## config.mk

```make
export PLATFORM = sky130hd
export DESIGN_NAME = twem_ctrl
export DESIGN_NICKNAME = d
export VERILOG_FILES = /design/src/verilog/twem_pkg.sv /design/src/verilog/twem_fifo.sv /design/src/verilog/twem_ctrl.sv
export SDC_FILE = /design/constraint.sdc
export NUM_CORES = 1
export LEC_CHECK = 0
export BUFFER_PORTS_ARGS = -buffer_cell sky130_fd_sc_hd__buf_2
export CORE_MARGIN = 10
export CORE_UTILIZATION = 60
export CTS_CLUSTER_SIZE = 10
export DETAILED_ROUTE_END_ITERATION = 6
export MAX_ROUTING_LAYER = met4
export PLACE_DENSITY_LB_ADDON = 0.2
export SLEW_MARGIN = 20
export SYNTH_ARGS = -nofsm -noshare
export SYNTH_HDL_FRONTEND = slang
export SYNTH_SLANG_ARGS = --single-unit
```

## constraint.sdc

```tcl
create_clock -name ref_clk -period 3 [get_ports ref_clk]
set_input_delay 0 -clock ref_clk [delete_from_list [all_inputs] [get_ports ref_clk]]
set_output_delay 0 -clock ref_clk [all_outputs]
set_load 0.005 [all_outputs]
```

## src/verilog/twem_pkg.sv

```systemverilog
// Shared constants and types of the two-wire EEPROM master
package twem_pkg;
   // Clock rate and serial clock rate
   localparam int CLK_MHZ       = 250;
   localparam int SCL_PERIOD_NS = 2500;
   localparam int QTR_CYC       = (SCL_PERIOD_NS * CLK_MHZ) / (4 * 1000);
   localparam logic [7:0] QTR_RELOAD = 8'(QTR_CYC - 1);
   // Longest self-timed write; the poll loop gives up after it
   localparam int WR_TIME_MS = 5;
   localparam int WR_CYC     = WR_TIME_MS * CLK_MHZ * 1000;
   // Array and frame layout
   localparam int ADDR_W     = 15;
   localparam int AHI_LSB    = 8;
   localparam int DATA_W     = 8;
   localparam int LEN_W      = 7;
   localparam int FIFO_DEPTH = 4;
   localparam logic [LEN_W-1:0] PAGE_BYTES = 7'h40;
   localparam logic [LEN_W-1:0] LEN_LAST   = 7'h01;
   localparam logic [3:0] BIT_ACK     = 4'h8;
   localparam logic [3:0] RECOV_LAST  = 4'h8;
   localparam logic [3:0] RECOV_PULSES = 4'h9;
   // Quarter phases of one serial clock bit
   localparam logic [1:0] PH_LOW  = 2'h0;
   localparam logic [1:0] PH_RISE = 2'h1;
   localparam logic [1:0] PH_HIGH = 2'h2;
   localparam logic [1:0] PH_FALL = 2'h3;

   typedef enum logic [1:0] {OP_WRITE, OP_READ, OP_CUR_READ, OP_RECOVER} twem_op_t;

   typedef struct packed {
      twem_op_t          op;
      logic [2:0]        sel;
      logic [ADDR_W-1:0] addr;
      logic [LEN_W-1:0]  len;
   } twem_cmd_t;
endpackage

```

## src/verilog/twem_fifo.sv

```systemverilog
// Small first-in first-out buffer for write data
`timescale 1ns/1ps
`default_nettype none
module twem_fifo #(
   parameter int WIDTH = 8,
   parameter int DEPTH = 4
) (
   input  wire logic             clk,
   input  wire logic             rst_n,
   input  wire logic [WIDTH-1:0] in_data,
   input  wire logic             in_valid,
   output logic                  in_ready,
   output logic [WIDTH-1:0]      out_data,
   output logic                  out_valid,
   input  wire logic             out_ready
);
   localparam int AW = $clog2(DEPTH);

   logic [WIDTH-1:0] mem_q [DEPTH];
   logic [AW:0]      wp_q;
   logic [AW:0]      rp_q;
   wire logic        push;
   wire logic        pop;

   // Extra pointer bit tells full from empty; depth must be a power of two
   assign push      = in_valid && in_ready;
   assign pop       = out_valid && out_ready;
   assign in_ready  = (wp_q - rp_q) != (AW + 1)'(DEPTH);
   assign out_valid = wp_q != rp_q;
   assign out_data  = mem_q[rp_q[AW-1:0]];

   // Pointers
   always_ff @(posedge clk or negedge rst_n) begin
      if (!rst_n) begin
         wp_q <= '0;
         rp_q <= '0;
      end else begin
         if (push) wp_q <= wp_q + (AW + 1)'(1);
         if (pop) rp_q <= rp_q + (AW + 1)'(1);
      end
   end

   // Storage, no reset needed
   always_ff @(posedge clk) begin
      if (push) mem_q[wp_q[AW-1:0]] <= in_data;
   end
endmodule
`default_nettype wire

```

## src/verilog/twem_ctrl.sv

```systemverilog
// Bus master that drives a two-wire serial EEPROM through its pins
// Notes on behaviour
// - Stop: data rises, clock high; every operation ends so
// - Receiver of a byte pulls data low to acknowledge
// - Start resets device; up to nine recovery pulses first
// - Address lowest bit: one reads, zero writes
// - Byte write: address, memory address, data, stop
// - Page write: up to 64 bytes, each acknowledged
// - Poll with write address until device acknowledges
// - Master refuses acknowledge on single read, then stops
// - Random read: dummy write, repeated start, read
// - Acknowledge continues sequential read; no acknowledge ends
`timescale 1ns/1ps
`default_nettype none
module twem_ctrl #(
   parameter int         WR_CYC   = twem_pkg::WR_CYC,
   parameter logic [3:0] DEV_TYPE = 4'h5 // Arbitrary value, set to the part's type code
) (
   input  wire logic                        ref_clk,
   input  wire logic                        rst_n,
   input  wire twem_pkg::twem_cmd_t         cmd,
   input  wire logic                        cmd_valid,
   output logic                             cmd_ready,
   input  wire logic [twem_pkg::DATA_W-1:0] wr_data,
   input  wire logic                        wr_valid,
   output logic                             wr_ready,
   output logic [twem_pkg::DATA_W-1:0]      rd_data,
   output logic                             rd_valid,
   output logic                             done,
   output logic                             nack_err,
   output logic                             busy_err,
   output logic                             scl_o,
   input  wire logic                        sda_i,
   output logic                             sda_o,
   output logic                             sda_oe
);
   typedef enum logic [2:0] {ST_IDLE, ST_START, ST_TX, ST_RX, ST_FETCH, ST_STOP, ST_RECOV}
      twem_state_t;
   typedef enum logic [2:0] {SQ_CTRL, SQ_AHI, SQ_ALO, SQ_WDATA, SQ_CTRL_R, SQ_POLL, SQ_RECOV}
      twem_seq_t;

   twem_state_t                  st_q;
   twem_seq_t                    seq_q;
   twem_pkg::twem_cmd_t          cmd_q;
   logic [7:0]                   div_q;
   logic [1:0]                   ph_q;
   logic [3:0]                   bit_q;
   logic [3:0]                   rcnt_q;
   logic [7:0]                   sh_q;
   logic [twem_pkg::LEN_W-1:0]   left_q;
   logic [31:0]                  wt_q;
   logic                         poll_q;
   logic                         samp_q;
   logic                         sda_s1_q;
   logic                         sda_s2_q;
   wire logic                    tick;
   wire logic                    active;
   wire logic                    bit_done;
   wire logic                    sample;
   wire logic                    scl_hi;
   wire logic                    scl_d;
   wire logic                    sda_low;
   wire logic                    at_ack;
   wire logic                    last;
   wire logic                    ack_ok;
   wire logic                    expired;
   wire logic                    go;
   wire logic [7:0]              ctrl_byte;
   wire logic [twem_pkg::DATA_W-1:0] fifo_data;
   wire logic                    fifo_valid;
   wire logic                    fifo_pop;

   // Write data wait here; the engine stalls with the clock low while it is empty
   twem_fifo #(
      .WIDTH (twem_pkg::DATA_W),
      .DEPTH (twem_pkg::FIFO_DEPTH)
   ) u_fifo (
      .clk       (ref_clk),
      .rst_n     (rst_n),
      .in_data   (wr_data),
      .in_valid  (wr_valid),
      .in_ready  (wr_ready),
      .out_data  (fifo_data),
      .out_valid (fifo_valid),
      .out_ready (fifo_pop)
   );

   // Data line comes from outside; two flops before anything reads it
   always_ff @(posedge ref_clk or negedge rst_n) begin
      if (!rst_n) begin
         sda_s1_q <= 1'h1;
         sda_s2_q <= 1'h1;
      end else begin
         sda_s1_q <= sda_i;
         sda_s2_q <= sda_s1_q;
      end
   end

   // Free-running quarter-bit divider; first phase after a command may be short
   assign tick = (div_q == '0);
   always_ff @(posedge ref_clk or negedge rst_n) begin
      if (!rst_n) div_q <= twem_pkg::QTR_RELOAD;
      else div_q <= tick ? twem_pkg::QTR_RELOAD : div_q - 8'h01;
   end

   // Phase and decode of the current step
   assign active    = (st_q != ST_IDLE) && (st_q != ST_FETCH);
   assign bit_done  = tick && active && (ph_q == twem_pkg::PH_FALL);
   assign sample    = tick && active && (ph_q == twem_pkg::PH_HIGH);
   assign at_ack    = (bit_q == twem_pkg::BIT_ACK);
   assign last      = (left_q == twem_pkg::LEN_LAST);
   assign ack_ok    = !samp_q;
   assign expired   = (wt_q >= 32'(WR_CYC));
   assign go        = cmd_valid && cmd_ready;
   assign cmd_ready = (st_q == ST_IDLE);
   assign fifo_pop  = (st_q == ST_FETCH);
   assign ctrl_byte = {DEV_TYPE, cmd_q.sel, seq_q == SQ_CTRL_R};

   always_ff @(posedge ref_clk or negedge rst_n) begin
      if (!rst_n) ph_q <= twem_pkg::PH_LOW;
      else if (tick && active) ph_q <= ph_q + 2'h1;
   end

   // Pin levels: start drops data in the high phase, stop raises it there
   assign scl_hi  = (ph_q == twem_pkg::PH_RISE) || (ph_q == twem_pkg::PH_HIGH);
   assign scl_d   = (st_q == ST_IDLE)
                  || (active && (scl_hi || (st_q == ST_STOP && ph_q == twem_pkg::PH_FALL)));
   assign sda_low = ((st_q == ST_START) && ph_q[1])
                  || ((st_q == ST_STOP) && !ph_q[1])
                  || ((st_q == ST_TX) && !at_ack && !sh_q[7])
                  || ((st_q == ST_RX) && at_ack && !last);
   assign sda_o   = 1'h0; // Open drain: only ever pulls low

   // Registered pins keep decode glitches off the wires
   always_ff @(posedge ref_clk or negedge rst_n) begin
      if (!rst_n) begin
         scl_o  <= 1'h1;
         sda_oe <= 1'h0;
      end else begin
         scl_o  <= scl_d;
         sda_oe <= sda_low;
      end
   end

   // Data line captured at the end of the high phase, just before the clock falls
   always_ff @(posedge ref_clk or negedge rst_n) begin
      if (!rst_n) samp_q <= 1'h1;
      else if (sample) samp_q <= sda_s2_q;
   end

   // Busy wait measured from the stop that ends a write
   always_ff @(posedge ref_clk or negedge rst_n) begin
      if (!rst_n) wt_q <= '0;
      else if (seq_q != SQ_POLL) wt_q <= '0;
      else if (!expired) wt_q <= wt_q + 32'h1;
   end

   // Frame sequencer; steps move at the end of a bit, except when a command is taken or write data leave the buffer
   always_ff @(posedge ref_clk or negedge rst_n) begin
      if (!rst_n) begin
         st_q     <= ST_IDLE;
         seq_q    <= SQ_CTRL;
         cmd_q    <= '0;
         bit_q    <= '0;
         rcnt_q   <= '0;
         sh_q     <= '0;
         left_q   <= '0;
         poll_q   <= 1'h0;
         rd_data  <= '0;
         rd_valid <= 1'h0;
         done     <= 1'h0;
         nack_err <= 1'h0;
         busy_err <= 1'h0;
      end else begin
         done     <= 1'h0;
         rd_valid <= 1'h0;
         if (go) begin
            cmd_q    <= cmd;
            left_q   <= cmd.len;
            nack_err <= 1'h0;
            busy_err <= 1'h0;
            poll_q   <= 1'h0;
            rcnt_q   <= '0;
            seq_q    <= (cmd.op == twem_pkg::OP_CUR_READ) ? SQ_CTRL_R : SQ_CTRL;
            st_q     <= (cmd.op == twem_pkg::OP_RECOVER) ? ST_RECOV : ST_START;
         end else if (st_q == ST_FETCH) begin
            if (fifo_valid) begin
               sh_q  <= fifo_data;
               bit_q <= '0;
               st_q  <= ST_TX;
            end
         end else if (bit_done) begin
            unique case (st_q)
               ST_START: begin
                  bit_q <= '0;
                  sh_q  <= ctrl_byte;
                  st_q  <= (seq_q == SQ_RECOV) ? ST_STOP : ST_TX;
               end
               ST_TX: begin
                  if (!at_ack) begin
                     bit_q <= bit_q + 4'h1;
                     sh_q  <= {sh_q[6:0], 1'h0};
                  end else if (!ack_ok) begin
                     // Refusal during polling means still busy; elsewhere it aborts
                     poll_q   <= (seq_q == SQ_POLL);
                     nack_err <= (seq_q != SQ_POLL);
                     st_q     <= ST_STOP;
                  end else begin
                     bit_q <= '0;
                     unique case (seq_q)
                        SQ_CTRL: begin
                           seq_q <= SQ_AHI;
                           sh_q  <= 8'(cmd_q.addr >> twem_pkg::AHI_LSB);
                        end
                        SQ_AHI: begin
                           seq_q <= SQ_ALO;
                           sh_q  <= 8'(cmd_q.addr);
                        end
                        SQ_ALO: begin
                           if (cmd_q.op == twem_pkg::OP_WRITE) begin
                              seq_q <= SQ_WDATA;
                              st_q  <= ST_FETCH;
                           end else begin
                              seq_q <= SQ_CTRL_R;
                              st_q  <= ST_START;
                           end
                        end
                        SQ_WDATA: begin
                           left_q <= left_q - twem_pkg::LEN_LAST;
                           poll_q <= last;
                           st_q   <= last ? ST_STOP : ST_FETCH;
                        end
                        SQ_CTRL_R: st_q <= ST_RX;
                        SQ_POLL: begin
                           poll_q <= 1'h0;
                           st_q   <= ST_STOP;
                        end
                        default: st_q <= ST_STOP;
                     endcase
                  end
               end
               ST_RX: begin
                  if (!at_ack) begin
                     bit_q <= bit_q + 4'h1;
                     sh_q  <= {sh_q[6:0], samp_q};
                  end else begin
                     bit_q    <= '0;
                     rd_data  <= sh_q;
                     rd_valid <= 1'h1;
                     left_q   <= left_q - twem_pkg::LEN_LAST;
                     st_q     <= last ? ST_STOP : ST_RX;
                  end
               end
               ST_STOP: begin
                  if (poll_q && !expired) begin
                     seq_q <= SQ_POLL;
                     st_q  <= ST_START;
                  end else begin
                     busy_err <= poll_q;
                     seq_q    <= SQ_CTRL;
                     done     <= 1'h1;
                     st_q     <= ST_IDLE;
                  end
               end
               ST_RECOV: begin
                  // Released data line means the device let go; at most nine pulses
                  if (samp_q || rcnt_q == twem_pkg::RECOV_LAST) begin
                     seq_q <= SQ_RECOV;
                     st_q  <= ST_START;
                  end else begin
                     rcnt_q <= rcnt_q + 4'h1;
                  end
               end
               default: st_q <= ST_IDLE;
            endcase
         end
      end
   end
endmodule
`default_nettype wire

```

* After elaboration in Yosys (flattened, before gate mapping)
Memories as Yosys holds them, arrays and structs flattened. Index checks and enable logic that the tools add are counted.
Storage, ports and cells: bits in latches 0, flip-flop bits (word level) 115, output and inout bits 17, memories 1, input port bits 40, memory bits (read-only) 0, RAM bits 32, logic and storage cells 225
Operators by class: shift-type cells 0, muxes and demuxes 88, reductions and logical operators 56, bitwise gates (word level) 2, div/mod/pow operators 0, equal/unequal tests 43, multipliers 0, magnitude comparators 1, $add $sub $neg 9
Memories:
- u_fifo.mem_q | depth 4, bits a word 8, rd ports 1, clocked after memory_dff 0, wr ports 1, line twem_fifo.sv:19 | logic [WIDTH-1:0] mem_q [DEPTH];
Operators by type and width (number):
- 32-bit 2-to-1 mux | 2
- 3-bit 2-to-1 mux | 21
- 8-bit 2-to-1 mux | 7
- 7-bit 2-to-1 mux | 7
- 4-bit 2-to-1 mux | 11
- 32-bit by 1-bit adder with 32-bit output, second input constant | 1
- 32-bit by 21-bit >= comparator with 1-bit output, second input constant | 1
- 1-bit 2-to-1 mux | 31
- 8-bit one-hot mux with 3 select lines | 1
- 3-bit inequality test, second input constant | 7
- 7-bit AND reduction | 3
- 5-bit AND reduction | 4
- 3-bit equality test, second input constant | 6
- 3-bit one-hot mux with 3 select lines | 2
- 1-bit logical AND | 16
- 4-bit by 3-bit inequality test with 1-bit output, second input constant | 4
- 8-bit one-hot mux with 2 select lines | 1
- 3-bit one-hot mux with 5 select lines | 1
- 7-bit one-hot mux with 2 select lines | 1
- 2-bit nonzero test | 7
- 3-bit by 2-bit equality test with 1-bit output, second input constant | 4
- 3-bit one-hot mux with 4 select lines | 1
- 4-bit one-hot mux with 3 select lines | 1
- 4-bit nonzero test | 3
- 28 further kinds | 56

* Longest topological paths before layout
Gate-level depths: netlist of the first run.
depth after elaboration 9, mapped depth 8, mapped depth without buffers 7

* By module
A second synthesis of the first run with hierarchy kept.
Second synthesis, totals: cell total of the unflattened synthesis 698, area, all modules 7330.8 um^2
By module, submodules not included:
- twem_ctrl | cells each 620, times used 1, sequential area each 2738.9 um^2, area an instance 5753.0 um^2
- twem_fifo | cells each 78, times used 1, sequential area each 1111.1 um^2, area an instance 1577.8 um^2

* Least setup slack after synthesis of the first run
No wires, ideal clock.
kind register -> register, start reg div_q[0], end reg rd_data[0] (netlist name), setup slack 768 ps, stages on the path, launching flop included 9, data arrival time 2107 ps, setup time 125 ps, required time 2875 ps, clock period less this slack 2232 ps, path buffers 1, path through dfstp_2 -> inv_1 -> ha_1 -> or3b_2 -> or3_1 -> buf_6 -> nor2_8 -> nand2_4 -> mux2_2
Between the ends: longest elaborated chain between the ends 4
Ends and longest elaborated chain:
- start: declaration | line twem_ctrl.sv:45 | logic [7:0] div_q;
- start signal: assignment | line twem_ctrl.sv:102 | if (!rst_n) div_q <= twem_pkg::QTR_RELOAD;
- start signal: assignment | line twem_ctrl.sv:103 | else div_q <= tick ? twem_pkg::QTR_RELOAD : div_q - 8'h01;
- 8-bit zero test | line twem_ctrl.sv:100 | assign tick = (div_q == '0);
- 1-bit logical AND (2 in series) | line twem_ctrl.sv:108 | assign bit_done = tick && active && (ph_q == twem_pkg::PH_FALL);
- 5-bit AND reduction (no source line)
- end signal: assignment | line twem_ctrl.sv:248 | rd_data <= sh_q;
- end: declaration | line twem_ctrl.sv:27 | output logic [twem_pkg::DATA_W-1:0] rd_data,
No other way between the ends. A chain may end at the register's enable or synchronous reset.

* Worst setup path in the final report of the first run
start reg div_q[0], end reg rd_data[6] (netlist name)
Same word-level chain as after synthesis.

==> metrics.cfg, run 1 <==
[run_status]
outcome=complete, no violations

[global_route]
first_global_vias=5971
grt_pass1_wl_um=30100
grt_usage=0.231
global_route.overflow_total=0
largest_net_degree_at_the_start_of_global_routing=60
initial_antenna_violation_count=0

[synthesis]
async_reset_ff_frac=0.782
distinct_cells_synth=77
netlist_instances=699
yosysWarnings=0
yosys_most_used_dff=dfrtp_1
synth_simple_gate_area_frac=0.193
synth_compound_area_frac=0.134
synthesis.area_per_instance_um2=10.5
post_synth_xor_area_fraction=0.0203
synth-edff-count=32
muxShareOfSynthArea=0.0596
synth.yosys.seq_area_share=0.525
synth.net_count=758
main_combinational_cell_family_by_area_after_synthesis=simple AND/OR/NAND/NOR gates
synth.cell_area_um2=7330
synth-seq-cells=147
synth-adder-area-share=0.0324

[timing]
final_hold_viol_count=0
setup_viol=0
fin_hold_ws_ns=0.0378
slew-limit-headroom=0.465
slew_violations=0
finalCritPeriodShare=0.855
achievable-frequency_mhz=390
post-route-min-period_ns=2.57
max_slew.worst_pin.slew_ns=0.799
timing.clock.skew_ns=0.00767
grt_setup_unrepaired=false
timing.setup.tns_ns=0

[setup_path]
timing.critical_path.cells=inv_1, ha_1, or3b_2, or3_1, nor2_8, nand2_4, mux2_2
crit_path_top_delay_cell=or3_1
critical_path_class=register to register
worstPathMaxFanout=9
worstPathArrival_ns=2.88
setup.worst_path.start_class=register
worst_path_largest_cell_delay_ns=0.60
worst-endpoint-required_ns=3.31
crit_path_end_kind=register

[clock_network]
postCtsSetupRepairBufs=0
cts_htree_levels=4
worstSkewPairLatency_ns=0.43
max-clock-path-buffers=2
numCtsBuffers=17
clkSlewWorstSetupHoldPaths_ns=0.06
cts_tree=done
cts_sink_cnt=147
cts_resized=0
clockRootBuffer=clkbuf_16

[floorplanning]
die_w_um=131
die_area_um2=17000
dieHeight_um=131
initial_core_util=0.613
core_area_um2=12000
rows=40
ios=57

[routing]
via_count=5840
drt-vias-per-instance=6.13
routed_wire_length_um=18100
remaining_antenna_violation_count_after_routing=0
detail_route.iter0.violations=465
detail_route.drc_violations=0
detailedRoute.firstPassIterationCount=5
drt-wirelength-per-cell_um=19.0

[place]
io_buffers=55
place_inst=884
place.detailed.hpwl_um=12100
placed_cell_area_um2=7770
global_placement_routability_congestion=0.927

[cells_and_area]
nets=852
multi_input_comb_area_um2=3230
final_cell_mix=109 x nand2_1, 106 x dfrtp_1, 54 x buf_2
layout.cells.most_common=nand2_1
stdcell_count=953
fill_cells=841
syn_to_final_growth_pct=19.4
share_of_layout_cells_above_drive_strength_1=0.191
diodes=0
post-route-cell-area_um2=8750
seq_area_um2=3850
final_core_utilization=0.732

[power_and_ir_drop]
vdd_drop_max_mv=0.798
power_leakage_nw=3.91
total_power_divided_by_cell_area_nw_per_um2=550

[worst_hold_path]
hold_class=input port to register

[run]
maxCapViolations=0

-- synthesized netlist by cell type, drive strengths merged (3+ instances only) --
cell type	n	area (µm²)
o22ai	6	37.5
nand2b	3	18.8
o21ai	48	244
nor4	9	71.3
o22a	3	26.3
mux2	13	146
a22oi	4	30.0
o31a	4	35.0
ha	19	238
a21oi	32	160
nor3	12	60.1
a31oi	9	71.3
xnor2	11	96.3
inv	24	90.1
nor2b	6	37.5
nand2	110	420
nand3	17	85.1
mux4	8	180
a211oi	3	27.5
mux2i	11	110
and2	8	50.1
dfrtp	106	2650
and4	6	52.6
nand4	7	43.8
and3	20	126
or3b	3	26.3
nor4bb	3	30.0
or2	5	31.3
clkbuf	19	71.3
o221ai	3	26.3
dfstp	9	236
o31ai	4	30.0
buf	15	95.1
or3	14	88.8
xor2	6	52.6
edfxtp	32	961
o211ai	10	75.1
nor2	39	163
o21a	5	37.5
or4	4	33.8
-- area by class of cell --
type / count / share of cell area
repair buffers: 109 / 0.0901
clock buffers: 19 / 0.0495
flip-flops and latches: 147 / 0.440
clock inverters: 13 / 0.0199
inverters: 24 / 0.0103
well taps: 147 / 0.0210
multi-input cells: 494 / 0.369
-- cell families after synthesis --
group | after synthesis
adders and majority gates | 19
DFF | 147
muxes | 32
buffers and inverters | 58
AOI/OAI and AO/OA | 150
other | 1
and+or+nand+nor | 275
xor gates and xnor gates | 17
-- power by group --
group | leakage (nW) | total (mW) | internal (mW) | switching [mW]
logic | 1.82 | 0.371 | 0.152 | 0.219
registers | 1.79 | 2.24 | 2.18 | 0.0601
clock network | 0.297 | 2.20 | 1.33 | 0.876
-- per-layer routing --
metal	share of wire	global-route usage	routed length [µm]	up-vias
met4	0.011	0.0615	205	0
met5	0	-	0	-
met1	0.43	0.277	7820	2905
met3	0.056	0.0576	1010	23
met2	0.50	0.382	9070	186
li1	-	-	-	2726
-- state kept, by name (all words and copies together), names as in the netlist, 2 cells and up --
name and count:
rcnt_q 4, u_fifo.mem_q 32, rd_data 8, bit_q 4
div_q 8, cmd_q 20, left_q 7, sh_q 8
ph_q 2, u_fifo.rp_q 3, st_q 3, seq_q 3
u_fifo.wp_q 3, wt_q 32
-- worst paths after layout --
| check | slack [ns] | cells past startpoint | start | endpoint |
|---|---|---|---|---|
| max | 0.43 | 7 | div_q[0] | rd_data[6] |
| min | 0.04 | 4 | cmd[2] | left_q[2] |
| max reg2reg | 0.43 | 7 | div_q[0] | rd_data[6] |
| min reg2reg | 0.36 | 0 | sda_s1_q | sda_s2_q |
| max in group asynchronous | 2.01 | 3 | rst_n | div_q[3] |
| min in group asynchronous | 0.18 | 2 | rst_n | cmd_q[19] |
-- per-stage QoR --
step / power [mW] / worst slack (ns)
finish: 4.82 / 0.434
global route: 4.99 / 0.321
CTS: 4.83 / 0.435
detailed placement: 2.60 / 0.442
global placement: 2.57 / 0.507
floorplan: 2.44 / 0.768
-- worst max-delay path: cells and delay by family (launching register included) --
family | cells | cell delay, ns
AND/OR/NAND/NOR | 4 | 1.50
adder cells (fa/ha/maj) | 1 | 0.17
buffers and inverters | 1 | 0.10
multiplexers | 1 | 0.30
flip-flops | 1 | 0.37
-- what timing repair did --
action / 4_1_cts / 5_1_grt
hold endpoints to repair: 110 / 0
hold buffers: 37 / 0
endpoints found under the setup margin: 0 / 0
Power figures use the tool's default switching activity.
==> run 2: changes to the inputs <==
==> constraint.sdc (replaced) <==
create_clock -name ref_clk -period 2.85 [get_ports ref_clk]
set_input_delay 0 -clock ref_clk [delete_from_list [all_inputs] [get_ports ref_clk]]
set_output_delay 0 -clock ref_clk [all_outputs]
set_load 0.005 [all_outputs]
==> metrics.cfg, run 2 (synthesis results as in run 1) <==
[run_status]
outcome=complete, no violations  ; unchanged

[cells_and_area]
final_cell_mix=109 x nand2_1, 106 x dfrtp_1, 54 x buf_2  ; unchanged
syn_to_final_growth_pct=19.0  ; was 19.4%
nets=856  ; was 852
final_core_utilization=0.729  ; was 0.732
share_of_layout_cells_above_drive_strength_1=0.198  ; was 0.191
diodes=0  ; unchanged
layout.cells.most_common=nand2_1  ; unchanged

[timing]
achievable-frequency_mhz=392  ; was 390 MHz
grt_setup_unrepaired=false  ; unchanged
max_slew.worst_pin.slew_ns=1.01  ; was 0.799 ns
slew_violations=0  ; unchanged
timing.setup.tns_ns=0  ; unchanged
final_hold_viol_count=0  ; unchanged
post-route-min-period_ns=2.55  ; was 2.57 ns
slew-limit-headroom=0.324  ; was 0.465
setup_viol=0  ; unchanged
timing.clock.skew_ns=0.0111  ; was 0.00767 ns
finalCritPeriodShare=0.895  ; was 0.855
crit_path_setup_slack_layout_ns=0.299  ; was 0.434 ns

[clock_network]
numCtsBuffers=17  ; unchanged
cts_resized=0  ; unchanged
cts_sink_cnt=147  ; unchanged
clkSlewWorstSetupHoldPaths_ns=0.07  ; was 0.06 ns
clockRootBuffer=clkbuf_16  ; unchanged
worstSkewPairLatency_ns=0.43  ; about the same
cts_tree=done  ; unchanged
max-clock-path-buffers=2  ; unchanged
cts_htree_levels=4  ; unchanged
postCtsSetupRepairBufs=0  ; unchanged
post_cts_hold_buffer_count=36  ; was 37

[routing]
drt-wirelength-per-cell_um=18.4  ; was 19.0 µm
remaining_antenna_violation_count_after_routing=0  ; unchanged
detail_route.drc_violations=0  ; unchanged
detail_route.iter0.violations=489  ; was 465
via_count=5761  ; was 5840
drt-vias-per-instance=6.02  ; was 6.13
detailedRoute.firstPassIterationCount=5  ; unchanged
routed_wire_length_um=17600  ; was 18100 µm

[setup_path]
critical_path_class=register to register  ; unchanged
worstPathArrival_ns=2.86  ; was 2.88 ns
crit_path_end_kind=register  ; unchanged
worst-endpoint-required_ns=3.16  ; was 3.31 ns
setup.worst_path.start_class=register  ; unchanged
worstPathMaxFanout=9  ; unchanged

[floorplanning]
dieHeight_um=131  ; unchanged
rows=40  ; unchanged
initial_core_util=0.613  ; unchanged
die_w_um=131  ; unchanged
ios=57  ; unchanged
core_area_um2=12000  ; unchanged
die_area_um2=17000  ; unchanged

[place]
place.detailed.hpwl_um=12000  ; was 12100 µm
io_buffers=55  ; unchanged
global_placement_routability_congestion=0.900  ; was 0.927
preCtsSetupSlack_ns=0.309  ; was 0.442 ns

[global_route]
global_route.overflow_total=0  ; unchanged
first_global_vias=5758  ; was 5971
grt_usage=0.224  ; was 0.231
largest_net_degree_at_the_start_of_global_routing=65  ; was 60
grt_pass1_wl_um=29200  ; was 30100 µm
initial_antenna_violation_count=0  ; unchanged

[power_and_ir_drop]
power_leakage_nw=3.90  ; was 3.91 nW
vdd_drop_max_mv=0.602  ; was 0.798 mV
total_power_divided_by_cell_area_nw_per_um2=559  ; was 550 nW/µm²
p_total_mw=4.87  ; was 4.82 mW

[worst_hold_path]
hold_class=input port to register  ; unchanged

[run]
maxCapViolations=0  ; unchanged

==> run 2: changes by cell type in the layout (fill, tap and decap cells not counted), sizes merged <==
cell,previous run,this run
bufinv,3,0
clkinv,3,4
dlygate4sd3,37,36
inv,30,32
clkinvlp,1,3
clkbuf,19,17
buf,72,77
==> run 2: routing by layer <==
layer,track usage,share of wire,up-vias
met5,-,0,-
met4,0.0628,0.0091,0
met3,0.0463,0.053,17
met2,0.368,0.51,167
met1,0.276,0.43,2852
li1,-,-,2725
==> run 2: path summary, 6_finish.rpt <==
path	startpoint	to	slack, ns	cells past startpoint
max	div_q[0]	rd_data[4]	0.30	7
min	cmd[0]	left_q[0]	0.01	4
max reg2reg	div_q[0]	rd_data[4]	0.30	7
min reg2reg	sda_s1_q	sda_s2_q	0.36	0
max in group asynchronous	rst_n	div_q[4]	1.74	3
min in group asynchronous	rst_n	cmd_q[10]	0.20	2
==> run 2: power breakdown <==
| group | switching, mW | internal (mW) | total, mW |
|---|---|---|---|
| registers | 0.0615 | 2.30 | 2.36 |
| logic | 0.228 | 0.158 | 0.386 |
| clock network | 0.976 | 1.15 | 2.13 |
==> run 2: area by class of cell <==
type                       instances  area (µm²)
sequential                       147        3850
fill                             832        3240
multi-input combinational        494        3230
timing repair buffer             113         803
clock buffer                      17         425
tap                              147         184
clock inverter                    15         141
inverter                          24        90.1
==> run 2: stage by stage <==
stage               hold WS [ns]  instances  cell area (µm²)
floorplan                 -0.296        699             7330
global placement           0.106        889             7790
detailed placement         0.107        889             7790
CTS                     0.000467        957             8720
global route              0.0161        957             8720
finish                    0.0111        957             8720
==> run 2: worst max-delay path: stages (launching register included) <==
cell     delay [ns]
dfstp_2        0.38
inv_1          0.09
ha_1           0.17
or3b_2         0.49
or3_1          0.61
nor2_8         0.28
nand2_4        0.13
mux2_2         0.29
==> run 3: changes to the inputs <==
--- a/config.mk
+++ b/config.mk
@@ -7,7 +7,7 @@
 export LEC_CHECK = 0
 export BUFFER_PORTS_ARGS = -buffer_cell sky130_fd_sc_hd__buf_2
 export CORE_MARGIN = 10
-export CORE_UTILIZATION = 60
+export CORE_UTILIZATION = 50
 export CTS_CLUSTER_SIZE = 10
 export DETAILED_ROUTE_END_ITERATION = 6
 export MAX_ROUTING_LAYER = met4
==> metrics.cfg, run 3 (synthesis results as in run 1) <==
[timing]
grt_setup_unrepaired=false  ; unchanged
timing.setup.tns_ns=0  ; unchanged
post-route-min-period_ns=2.55  ; about the same
slew-limit-headroom=0.358  ; was 0.324
final_hold_viol_count=0  ; unchanged
achievable-frequency_mhz=392  ; about the same
slew_violations=0  ; unchanged
max_slew.worst_pin.slew_ns=0.962  ; was 1.01 ns
finalCritPeriodShare=0.894  ; was 0.895
setup_viol=0  ; unchanged
timing.clock.skew_ns=0.00558  ; was 0.0111 ns

[floorplanning]
die_w_um=141  ; was 131 µm
initial_core_util=0.508  ; was 0.613
rows=44  ; was 40
core_area_um2=14400  ; was 12000 µm²
die_area_um2=19900  ; was 17000 µm²
dieHeight_um=141  ; was 131 µm
ios=57  ; unchanged

[cells_and_area]
layout.cells.most_common=nand2_1  ; unchanged
final_core_utilization=0.609  ; was 0.729
nets=855  ; was 856
share_of_layout_cells_above_drive_strength_1=0.194  ; was 0.198
post-route-cell-area_um2=8790  ; was 8720 µm²
multi_input_comb_area_um2=3230  ; unchanged
final_cell_mix=109 x nand2_1, 106 x dfrtp_1, 54 x buf_2  ; unchanged
diodes=0  ; unchanged
syn_to_final_growth_pct=19.9  ; was 19.0%
fill_cells=1184  ; was 832
seq_area_um2=3850  ; unchanged

[routing]
detail_route.iter0.violations=474  ; was 489
detail_route.drc_violations=0  ; unchanged
remaining_antenna_violation_count_after_routing=0  ; unchanged
routed_wire_length_um=17200  ; was 17600 µm
detailedRoute.firstPassIterationCount=5  ; unchanged
drt-vias-per-instance=5.72  ; was 6.02
via_count=5681  ; was 5761
drt-wirelength-per-cell_um=17.4  ; was 18.4 µm

[global_route]
first_global_vias=5745  ; was 5758
initial_antenna_violation_count=0  ; unchanged
grt_usage=0.181  ; was 0.224
largest_net_degree_at_the_start_of_global_routing=78  ; was 65
global_route.overflow_total=0  ; unchanged
grt_pass1_wl_um=28700  ; was 29200 µm

[setup_path]
crit_path_top_delay_cell=or3_1  ; unchanged
critical_path_class=register to register  ; unchanged
worstPathArrival_ns=2.85  ; was 2.86 ns
setup.worst_path.start_class=register  ; unchanged
worst-endpoint-required_ns=3.15  ; was 3.16 ns
critPathBufInv=1  ; unchanged
worstPathMaxFanout=9  ; unchanged
timing.critical_path.cells=inv_1, ha_1, or3b_2, or3_1, nor2_8, nand2_4, mux2_2  ; unchanged
crit_path_end_kind=register  ; unchanged
worst_path_dominant_cell_family=simple AND/OR/NAND/NOR gates  ; unchanged
worst_path_largest_cell_delay_ns=0.60  ; was 0.61 ns

[run_status]
outcome=complete, no violations  ; unchanged

[clock_network]
cts_resized=0  ; unchanged
numCtsBuffers=17  ; unchanged
clkSlewWorstSetupHoldPaths_ns=0.06  ; was 0.07 ns
clockRootBuffer=clkbuf_16  ; unchanged
cts_htree_levels=4  ; unchanged
max-clock-path-buffers=2  ; unchanged
worstSkewPairLatency_ns=0.42  ; was 0.43 ns
cts_tree=done  ; unchanged
cts_sink_cnt=147  ; unchanged

[place]
global_placement_routability_congestion=0.970  ; was 0.900
io_buffers=55  ; unchanged
place.detailed.hpwl_um=12000  ; about the same
placed_cell_area_um2=7820  ; was 7790 µm²

[power_and_ir_drop]
switching_share=0.252  ; was 0.260
power_leakage_nw=3.91  ; was 3.90 nW
clockPowerShare=0.450  ; was 0.437
total_power_divided_by_cell_area_nw_per_um2=563  ; was 559 nW/µm²
seq_power_share=0.475  ; was 0.484
vdd_drop_max_mv=0.626  ; was 0.602 mV
share_comb_of_total_power=0.076  ; was 0.079
power_switching_mw=1.25  ; was 1.27 mW
power_report.internal_total_mw=3.70  ; was 3.61 mW

[run]
maxCapViolations=0  ; unchanged

[worst_hold_path]
hold_class=input port to register  ; unchanged

run 3: cell count changes in the layout (fill, tap and decap cells not counted):
cell | previous run | this run
buf_4 | 23 | 20
clkinvlp_4 | 3 | 1
dlygate4sd3_1 | 36 | 38
inv_8 | 4 | 6
bufinv_16 | 0 | 1
clkinv_8 | 1 | 0
run 3: layout make-up:
type,instances,share of cell area
clock buffer,17,0.0484
clock inverter,15,0.0185
inverter,24,0.0103
multi-input combinational,494,0.367
sequential,147,0.438
tap,184,0.0262
timing repair buffer,112,0.0911
run 3: what timing repair did:
action / 4_1_cts / 5_1_grt
hold buffers: 38 / 0
endpoints found under the hold margin: 136 / 0
buffers inserted: 0 / 0
endpoints found under the setup margin: 0 / 0
run 3: metrics by stage:
stage	total power, mW	hold slack (ns)	instances	worst slack (ns)
finish	4.95	0.0863	993	0.302
global route	5.15	0.0747	993	0.184
CTS	5.00	0.0476	993	0.289
detailed placement	2.73	0.107	923	0.301
global placement	2.71	0.105	923	0.362
floorplan	2.57	-0.296	699	0.618
run 3: worst paths after layout:
check                                from          to  slack (ns)  depth (start not counted)
worst max-delay path             div_q[0]  rd_data[0]        0.30                          7
worst min-delay path            cmd_valid     st_q[1]        0.09                          4
worst max register to register   div_q[0]  rd_data[0]        0.30                          7
worst min register to register   sda_s1_q    sda_s2_q        0.36                          0
max in group asynchronous           rst_n      samp_q        1.66                          3
min in group asynchronous           rst_n   cmd_q[19]        0.29                          2
run 3: power by group through the flow:
stage,registers [mW],clock network [mW],logic (mW)
after CTS,2.35,2.27,0.384
after global placement,2.38,0,0.327
after floorplan,2.37,0,0.200
after global routing,2.36,2.36,0.434
final,2.35,2.23,0.375
after detailed placement,2.39,0,0.341
run 3: tightest hold or removal path: stages:
cell and delay (ns):
buf_2 0.13, a21oi_1 0.07, a21oi_1 0.14, o21ai_0 0.11
run 3: routing by layer:
metal | part of all wire | GRT usage | routed length [µm] | vias up
met5 | 0 | - | 0 | -
met4 | 0.020 | 0.0707 | 340 | 0
met3 | 0.040 | 0.0329 | 697 | 30
met2 | 0.48 | 0.281 | 8290 | 154
met1 | 0.46 | 0.229 | 7920 | 2761
li1 | - | - | - | 2736
